### config.mk
export PLATFORM = sky130hd
export DESIGN_NAME = square_wave_tone_generator
export DESIGN_NICKNAME = d
export VERILOG_FILES = /design/src/tone_gen_pkg.sv /design/src/square_wave_tone_generator.sv
export VERILOG_INCLUDE_DIRS = /design/src
export SDC_FILE = /design/constraint.sdc
export NUM_CORES = 1
export LEC_CHECK = 0
export BUFFER_PORTS_ARGS = -buffer_cell sky130_fd_sc_hd__buf_2
export CAP_MARGIN = 0
export CORE_ASPECT_RATIO = 0.8
export CORE_MARGIN = 8
export CORE_UTILIZATION = 46
export CTS_BUF_LIST = sky130_fd_sc_hd__clkbuf_8 sky130_fd_sc_hd__clkbuf_16
export CTS_CLUSTER_DIAMETER = 150
export DETAILED_ROUTE_END_ITERATION = 12
export PLACE_DENSITY = 0.89
export SYNTH_ARGS = -nofsm -noshare
export SYNTH_HDL_FRONTEND = slang
export SYNTH_SLANG_ARGS = --single-unit
export TNS_END_PERCENT = 5
### constraint.sdc
create_clock -name aclk -period 2.7 [get_ports aclk]
set_input_delay 0.675 -clock aclk [delete_from_list [all_inputs] [get_ports aclk]]
set_output_delay 0.675 -clock aclk [all_outputs]
set_load 0.02 [all_outputs]
### src/tone_gen_defs.svh
// offsets, field positions and reset values of the tone generator
`ifndef TONE_GEN_DEFS_SVH
`define TONE_GEN_DEFS_SVH

// ************************************************************
// register indices and byte addresses
// ************************************************************
`define TONE_DIVIDER_IDX      8'h8f
`define TONE_CONTROL_IDX      8'h9f
`define TONE_DIVIDER_ADDR     10'h23c
`define TONE_CONTROL_ADDR     10'h27c
`define TONE_ADDR_W           10

// ************************************************************
// fields and reset values
// ************************************************************
`define TONE_EN_BIT           0
`define TONE_CKSEL_LO         1
`define TONE_CKSEL_HI         2
`define TONE_DIVIDER_RESET    8'hff
`define TONE_CONTROL_RESET    8'h00
`define TONE_CONTROL_MASK     8'h07

// ************************************************************
// prescaler: 256 is the widest tap, so 8 bits
// ************************************************************
`define TONE_PRESC_W          8
`define TONE_RESP_OKAY        2'h0
`define TONE_RESP_SLVERR      2'h2

`endif

### src/tone_gen_pkg.sv
// types shared by the tone generator
package tone_gen_pkg;

  // ************************************************************
  // prescaler tap codes
  // ************************************************************
  typedef enum logic [1:0] {
    TAP_DIV32,
    TAP_DIV64,
    TAP_DIV128,
    TAP_DIV256
  } tap_sel_t;

endpackage : tone_gen_pkg

### src/square_wave_tone_generator.sv
// square wave tone generator with an axi4-lite register slave
//
// Overview of operation
// - 8-bit counter of source ticks, compared with divider
// - toggle output on divider match
// - two-bit select picks prescaler tap 32..256
// - generator runs only while enable bit set
// - full 8-bit divider range, readable back
// - square wave driven on tone pin
`timescale 1ns/100ps
`include "tone_gen_defs.svh"

module square_wave_tone_generator (
  input  wire logic        aclk,
  input  wire logic        aresetn,
  input  wire logic [31:0] s_axi_awaddr,
  input  wire logic        s_axi_awvalid,
  output logic             s_axi_awready,
  input  wire logic [31:0] s_axi_wdata,
  input  wire logic [3:0]  s_axi_wstrb,
  input  wire logic        s_axi_wvalid,
  output logic             s_axi_wready,
  output logic [1:0]       s_axi_bresp,
  output logic             s_axi_bvalid,
  input  wire logic        s_axi_bready,
  input  wire logic [31:0] s_axi_araddr,
  input  wire logic        s_axi_arvalid,
  output logic             s_axi_arready,
  output logic [31:0]      s_axi_rdata,
  output logic [1:0]       s_axi_rresp,
  output logic             s_axi_rvalid,
  input  wire logic        s_axi_rready,
  output logic             tone_pin
);

  // ************************************************************
  // write channel
  // ************************************************************
  logic        aw_held_q, aw_held_d;
  logic [31:0] aw_addr_q, aw_addr_d;
  logic        w_held_q, w_held_d;
  logic [7:0]  w_data_q, w_data_d;
  logic        w_strb_q, w_strb_d;
  logic        bvalid_q, bvalid_d;
  logic [1:0]  bresp_q, bresp_d;
  logic [7:0]  divider_q, divider_d;
  logic [2:0]  control_q, control_d;
  logic        do_write;
  logic        wr_hit_div, wr_hit_ctl;

  assign s_axi_awready = !aw_held_q && !bvalid_q;
  assign s_axi_wready  = !w_held_q && !bvalid_q;
  assign s_axi_bvalid  = bvalid_q;
  assign s_axi_bresp   = bresp_q;
  assign do_write      = aw_held_q && w_held_q && !bvalid_q;
  // word address bits [9:2] equal the 8-bit register index, so compare like widths
  assign wr_hit_div    = (aw_addr_q[`TONE_ADDR_W-1:2] == `TONE_DIVIDER_IDX) &&
                         (aw_addr_q[31:`TONE_ADDR_W] == '0);
  assign wr_hit_ctl    = (aw_addr_q[`TONE_ADDR_W-1:2] == `TONE_CONTROL_IDX) &&
                         (aw_addr_q[31:`TONE_ADDR_W] == '0);

  // address and data are captured in either order, then committed together
  always_comb begin
    aw_held_d = aw_held_q;
    aw_addr_d = aw_addr_q;
    w_held_d  = w_held_q;
    w_data_d  = w_data_q;
    w_strb_d  = w_strb_q;
    bvalid_d  = bvalid_q;
    bresp_d   = bresp_q;
    divider_d = divider_q;
    control_d = control_q;
    if (s_axi_awvalid && s_axi_awready) begin
      aw_held_d = 1'b1;
      aw_addr_d = s_axi_awaddr;
    end
    if (s_axi_wvalid && s_axi_wready) begin
      w_held_d = 1'b1;
      w_data_d = s_axi_wdata[7:0];
      w_strb_d = s_axi_wstrb[0];
    end
    if (do_write) begin
      aw_held_d = 1'b0;
      w_held_d  = 1'b0;
      bvalid_d  = 1'b1;
      bresp_d   = `TONE_RESP_OKAY;
      // only byte lane 0 carries register bits; other lanes are ignored
      if (wr_hit_div) begin
        if (w_strb_q) divider_d = w_data_q; // any value 00..ff accepted
      end else if (wr_hit_ctl) begin
        if (w_strb_q) control_d = w_data_q[2:0];
      end else begin
        bresp_d = `TONE_RESP_SLVERR;
      end
    end
    if (bvalid_q && s_axi_bready) bvalid_d = 1'b0;
  end

  always_ff @(posedge aclk) begin
    if (!aresetn) begin
      aw_held_q <= 1'b0;
      aw_addr_q <= 32'h0000_0000;
      w_held_q  <= 1'b0;
      w_data_q  <= 8'h00;
      w_strb_q  <= 1'b0;
      bvalid_q  <= 1'b0;
      bresp_q   <= 2'h0;
      divider_q <= `TONE_DIVIDER_RESET;
      control_q <= 3'(`TONE_CONTROL_RESET);
    end else begin
      aw_held_q <= aw_held_d;
      aw_addr_q <= aw_addr_d;
      w_held_q  <= w_held_d;
      w_data_q  <= w_data_d;
      w_strb_q  <= w_strb_d;
      bvalid_q  <= bvalid_d;
      bresp_q   <= bresp_d;
      divider_q <= divider_d;
      control_q <= control_d;
    end
  end

  // ************************************************************
  // read channel
  // ************************************************************
  logic        rvalid_q, rvalid_d;
  logic [31:0] rdata_q, rdata_d;
  logic [1:0]  rresp_q, rresp_d;
  logic        rd_hit_div, rd_hit_ctl;

  assign s_axi_arready = !rvalid_q;
  assign s_axi_rvalid  = rvalid_q;
  assign s_axi_rdata   = rdata_q;
  assign s_axi_rresp   = rresp_q;
  assign rd_hit_div    = (s_axi_araddr[`TONE_ADDR_W-1:2] == `TONE_DIVIDER_IDX) &&
                         (s_axi_araddr[31:`TONE_ADDR_W] == '0);
  assign rd_hit_ctl    = (s_axi_araddr[`TONE_ADDR_W-1:2] == `TONE_CONTROL_IDX) &&
                         (s_axi_araddr[31:`TONE_ADDR_W] == '0);

  // one read at a time; answer comes one cycle after the address is taken
  always_comb begin
    rvalid_d = rvalid_q;
    rdata_d  = rdata_q;
    rresp_d  = rresp_q;
    if (s_axi_arvalid && s_axi_arready) begin
      rvalid_d = 1'b1;
      rresp_d  = `TONE_RESP_OKAY;
      if (rd_hit_div) begin
        rdata_d = {24'h00_0000, divider_q}; // divider reads back as written
      end else if (rd_hit_ctl) begin
        rdata_d = {29'h0000_0000, control_q};
      end else begin
        rdata_d = 32'h0000_0000;
        rresp_d = `TONE_RESP_SLVERR;
      end
    end else if (rvalid_q && s_axi_rready) begin
      rvalid_d = 1'b0;
    end
  end

  always_ff @(posedge aclk) begin
    if (!aresetn) begin
      rvalid_q <= 1'b0;
      rdata_q  <= 32'h0000_0000;
      rresp_q  <= 2'h0;
    end else begin
      rvalid_q <= rvalid_d;
      rdata_q  <= rdata_d;
      rresp_q  <= rresp_d;
    end
  end

  // ************************************************************
  // prescaler, tone counter and output
  // ************************************************************
  logic                     enable;
  tone_gen_pkg::tap_sel_t   tap;
  logic [`TONE_PRESC_W-1:0] presc_q, presc_d;
  logic [7:0]               count_q, count_d;
  logic                     tone_q, tone_d;
  logic                     tick;

  assign enable   = control_q[`TONE_EN_BIT];
  assign tap      = tone_gen_pkg::tap_sel_t'(control_q[`TONE_CKSEL_HI:`TONE_CKSEL_LO]);
  assign tone_pin = tone_q;

  // tick is a one-cycle enable at the selected prescaler rate
  always_comb begin
    case (tap)
      tone_gen_pkg::TAP_DIV32:  tick = presc_q[4:0] == 5'h1f;
      tone_gen_pkg::TAP_DIV64:  tick = presc_q[5:0] == 6'h3f;
      tone_gen_pkg::TAP_DIV128: tick = presc_q[6:0] == 7'h7f;
      tone_gen_pkg::TAP_DIV256: tick = presc_q == 8'hff;
      default:                  tick = 1'b0;
    endcase
  end

  // disabling restarts the prescaler too, so the first half-period is whole
  always_comb begin
    presc_d = presc_q;
    count_d = count_q;
    tone_d  = tone_q;
    if (!enable) begin
      presc_d = '0;
      count_d = 8'h00;
      tone_d  = 1'b0;
    end else begin
      presc_d = presc_q + 1'b1;
      if (tick) begin
        if (count_q == divider_q) begin
          count_d = 8'h00;
          tone_d  = !tone_q; // half period of (divider+1) ticks
        end else begin
          count_d = count_q + 8'h01;
        end
      end
    end
  end

  always_ff @(posedge aclk) begin
    if (!aresetn) begin
      presc_q <= '0;
      count_q <= 8'h00;
      tone_q  <= 1'b0;
    end else begin
      presc_q <= presc_d;
      count_q <= count_d;
      tone_q  <= tone_d;
    end
  end

endmodule : square_wave_tone_generator

# ---- After elaboration in Yosys (flattened, before gate mapping)
# Index checks and enable logic that the tools add are counted.
dict set report op_classes {
  addsub 2
  n_eq_ne 12
  mux 10
  bitwise 2
  reduce_logical 28
}
# op n
set op_table {}
lappend op_table {{22-bit zero test} 2}
lappend op_table {{8-bit == test, second input constant} 5}
lappend op_table {{8-bit by 1-bit adder with 8-bit output, second input constant} 2}
lappend op_table {{8-bit two-way mux} 2}
lappend op_table {{1-bit logical AND} 13}
lappend op_table {{8-bit == test} 1}
lappend op_table {{2-bit two-way mux} 4}
lappend op_table {{7-bit == test, second input constant} 1}
lappend op_table {{6-bit == test, second input constant} 1}
lappend op_table {{5-bit == test, second input constant} 1}
lappend op_table {{1-bit zero test} 5}
lappend op_table {{2-bit == test, second input constant} 2}
lappend op_table {{1-bit one-hot mux with 4 select lines} 1}
lappend op_table {{2-bit AND reduction} 2}
lappend op_table {{4-bit AND reduction} 1}
lappend op_table {{2-bit OR reduction} 2}
lappend op_table {{3-bit two-way mux} 1}
lappend op_table {{3-bit AND reduction} 1}
lappend op_table {{2-bit by 1-bit == test with 1-bit output, second input constant} 1}
lappend op_table {{2-bit zero test} 1}
lappend op_table {{1-bit two-way mux} 2}
lappend op_table {{1-bit NOT} 2}
lappend op_table {{2-bit nonzero test} 1}
dict set report word_totals {
  regBits 109
  in_bits 107
  out_inout_bits 42
  word_cells 69
}

# ---- Logic depth before layout (Yosys ltp)
dict set report logic_depth {
  ltp_word 4
  depth_mapped 10
  mapped_depth_nobuf 9
}

# ---- Worst setup path after synthesis
# No wires, ideal clock.
dict set report synth_path {
  path_type {input-to-reg}
  startpoint {input s_axi_arvalid}
  endpoint {register rdata_q[3] (netlist: s_axi_rdata[3])}
  setup_ps 70
  arrival_ps 1857
  t_required_ps 2630
  slack_ps 773
  stages 6
  n_path_buf 1
  cell_sequence {nand2b_1 > buf_2 > nor4b_2 > nand4_1 > or3b_1 > a21boi_1}
}
dict set report synth_between {
  elab_chain_len 1
}
# item line
set synth_lines {}
lappend synth_lines {{start: declaration} square_wave_tone_generator.sv:27} ;# input wire logic s_axi_arvalid,
lappend synth_lines {{1-bit logical AND} square_wave_tone_generator.sv:145} ;# if (s_axi_arvalid && s_axi_arready) begin
lappend synth_lines {{end signal: assignment} square_wave_tone_generator.sv:168} ;# rdata_q <= rdata_d;
lappend synth_lines {{end: declaration} square_wave_tone_generator.sv:127} ;# logic [31:0] rdata_q, rdata_d;
# Every way passes these cells.
# A chain may end at the register's enable or synchronous reset.

# ---- Worst setup path in the final report
dict set report layout_path {
  startpoint {register presc_q[0]}
  endpoint {register count_q[6]}
}
dict set report layout_between {
  elab_chain_len 2
  elab_cells_between_ends 5
  cone_classes {4 x eq/ne; 1 x mux}
}
# item line
set layout_lines {}
lappend layout_lines {{start: declaration} square_wave_tone_generator.sv:178} ;# logic [`TONE_PRESC_W-1:0] presc_q, presc_d;
lappend layout_lines {{start signal: assignment} square_wave_tone_generator.sv:226} ;# presc_q <= presc_d;
lappend layout_lines {{8-bit == test (tied with other cells)} square_wave_tone_generator.sv:193} ;# tone_gen_pkg::TAP_DIV256: tick = presc_q == 8'hff;
lappend layout_lines {{1-bit one-hot mux with 4 select lines *} square_wave_tone_generator.sv:189} ;# case (tap)
lappend layout_lines {{end signal: assignment} square_wave_tone_generator.sv:227} ;# count_q <= count_d;
lappend layout_lines {{end: declaration} square_wave_tone_generator.sv:179} ;# logic [7:0] count_q, count_d;
# Every way passes the cells marked *; elsewhere a longest branch is shown, timed or not.

==> results.yml <==
power:
  powerDensity_mw_per_mm2: 562
  ir_worst_vdd_v: 0.000320
  p_leak_nw: 1.80
  total_power_mw: 2.43
setup_path:
  cp.required_ns: 2.95
  worstPathArrival_ns: 2.47
  critical_path_class: "reg -> reg"
  crit_path_start_kind: "register"
  end_kind: "register"
  critPathMaxFanout: 11
die:
  die-area_mm2: 0.0111
  start_util_pct: 47.0
  die_h_um: 96.0
  die_w_um: 116
  rows: 29
  pin_count: 149
  core_area_mm2: 0.00784
clock_network:
  cts_made_buffers: 9
  clock_sinks: 81
  post_cts_buffers: 0
  cts_max_level: 3
  ctsHoldBuffers: 0
  cts_tree: "yes"
  worstSkewPairLatency_ns: 0.36
  cts_root_buf: "clkbuf_8"
  cts_resized: 0
  cts.clk_slew.worst_paths_ns: 0.08
  clockBufferDepth: 2
final_layout:
  final_common_cell: "nand2_1"
  diodes: 0
  drive_gt1_share_pct: 22.4
  final_cell_mix: "nand2_1 (110), buf_2 (91), dfxtp_1 (81)"
  final_area_mm2: 0.00433
  area_delta_synth_final_pct: 17.6
  nets: 624
flow_run:
  drv_cap: 0
routing:
  route.detailed.wl_per_inst_um: 15.0
  drtPass1Iterations: 4
  via_per_inst: 5.11
  drt-initial-drc-count: 277
  drc_errors: 0
  vias: 3206
  wl_um: 9430
  postRouteAntennaNets: 0
outcome:
  status: "complete, no violations"
sta:
  fin_ws_ns: 0.480
  tightest_slew_ns: 0.686
  fin_setup_tns_ns: 0
  rsz0062_at_grt: "false"
  period_share_pct: 82.2
  drv_slew: 0
  hold_viol_final: 0
  whs_ns: 0.457
  slew_headroom_pct: 53.9
  fin_crit_ns: 2.22
  final.setup_skew_ns: 0.00924
  clock.fmax_mhz: 450
  setup_viol: 0
synth:
  synth_compound_gate_area_share_pct: 13.7
  syn_inst: 430
  synth_top_area_cell: "dfxtp_1"
  syn_area_mm2: 0.00368
  synth_edf_count: 0
  synthFlopType: "dfxtp_1"
  synth.avg_cell_area_um2: 8.56
  synth-async-reset-ratio_pct: 0
  synth.mux.area_fraction_pct: 3.81
  synth_top_cell_area_share_pct: 44.1
  yosysSeqAreaShare_pct: 44.1
  synth_top_family_by_area: "simple AND/OR/NAND/NOR gates"
  synth_seq_cells: 81
  ys_types: 41
  ys_warn_count: 0
  ys_top_cells_by_area: "dfxtp_1 (44%), nand2_1 (11%), a21boi_1 (9.0%), buf_4 (5.3%), mux2i_1 (3.8%)"
  synthAdderAreaFrac_pct: 1.02
  synthSimpleGateAreaFrac_pct: 26.6
  synth-xor-area-share_pct: 2.62
global_routing:
  track_usage_pct: 16.5
  grt_antenna_before_repair: 1
  grt_pass1_vias: 3145
  grt_overflow: 0
  grt_max_degree: 58
  grt_pass1_wl_um: 14600
placed_design:
  hpwl_um: 7260
  port_buffers: 91
  pre_cts_slack_ns: 0.381
  gp_congestion: 0.818
  dpl_cell_area_mm2: 0.00412
hold_path:
  hold_path.class: "reg -> reg"
==> state kept, by name, indices dropped and copies added, names as in the netlist <==
signal / flops
s_axi_rdata: 8
w_data_q: 8
s_axi_bvalid: 1
control_q: 3
aw_held_q: 1
count_q: 8
w_strb_q: 1
divider_q: 8
presc_q: 8
s_axi_rresp: 1
aw_addr_q: 30
tone_pin: 1
s_axi_rvalid: 1
w_held_q: 1
s_axi_bresp: 1
==> report_power, final <==
part           internal [mW]  total, mW  switching (mW)
clock                  0.453      0.890           0.437
sequential              1.24       1.27          0.0322
combinational          0.107      0.271           0.164
==> area by class of cell <==
cell class | instances | area (µm²)
clock inverter | 6 | 67.6
fill | 685 | 3510
clock buffer | 10 | 138
timing repair buffer | 96 | 493
inverter | 5 | 18.8
tap | 108 | 135
multi-input combinational | 321 | 1860
sequential | 81 | 1620
==> routing by layer <==
metal	wire, µm	GRT usage (%)	vias up
li1	-	-	1587
met1	3860	18.4	1462
met2	4370	27.6	137
met3	983	6.52	18
met4	201	7.21	2
met5	8	0	-
==> logic make-up (layout without fill, tap and decap cells) <==
family	count (synthesis)	after routing
buffers and inverters	53	117
XOR/XNOR	11	11
AND/OR/NAND/NOR	197	197
AO/OA/AOI/OAI	70	70
other	1	26
flip-flops	81	81
adder cells (fa/ha/maj)	3	3
multiplexers	14	14
==> metrics by stage <==
stage                     std cells  util (%)
after floorplan                 455         -
after global placement          611      52.6
after detailed placement        611      52.6
after CTS                       627      55.2
after global routing            627      55.2
final                           627      55.2
==> cell usage after synthesis, drive strengths merged, types with 6 or more instances <==
library cell,count
mux2i,14
nand3,12
nor4,9
and2,6
and3,6
xor2,9
clkbuf,21
buf,27
dfxtp,81
or3,6
a21boi,44
nor2,14
o21ai,9
nand2,110
nand4,7
==> path summary, 6_finish.rpt <==
| kind | from | cells past startpoint | end | slack, ns |
|---|---|---|---|---|
| worst max-delay path | presc_q[0] | 10 | count_q[6] | 0.48 |
| worst min-delay path | aw_addr_q[26] | 2 | aw_addr_q[26] | 0.46 |
| worst min register to register | aw_addr_q[26] | 2 | aw_addr_q[26] | 0.46 |
| worst max register to register | presc_q[0] | 10 | count_q[6] | 0.48 |
==> critical path: stages, from the launching register on <==
cell      delay (ns)
dfxtp_1         0.38
ha_1            0.20
nand3_1         0.19
inv_1           0.10
ha_1            0.14
nand2b_1        0.05
a21oi_1         0.17
o21ai_1         0.09
buf_4           0.19
nand2b_1        0.28
o41ai_1         0.33
Note: power is estimated with default switching activity, not from simulation.
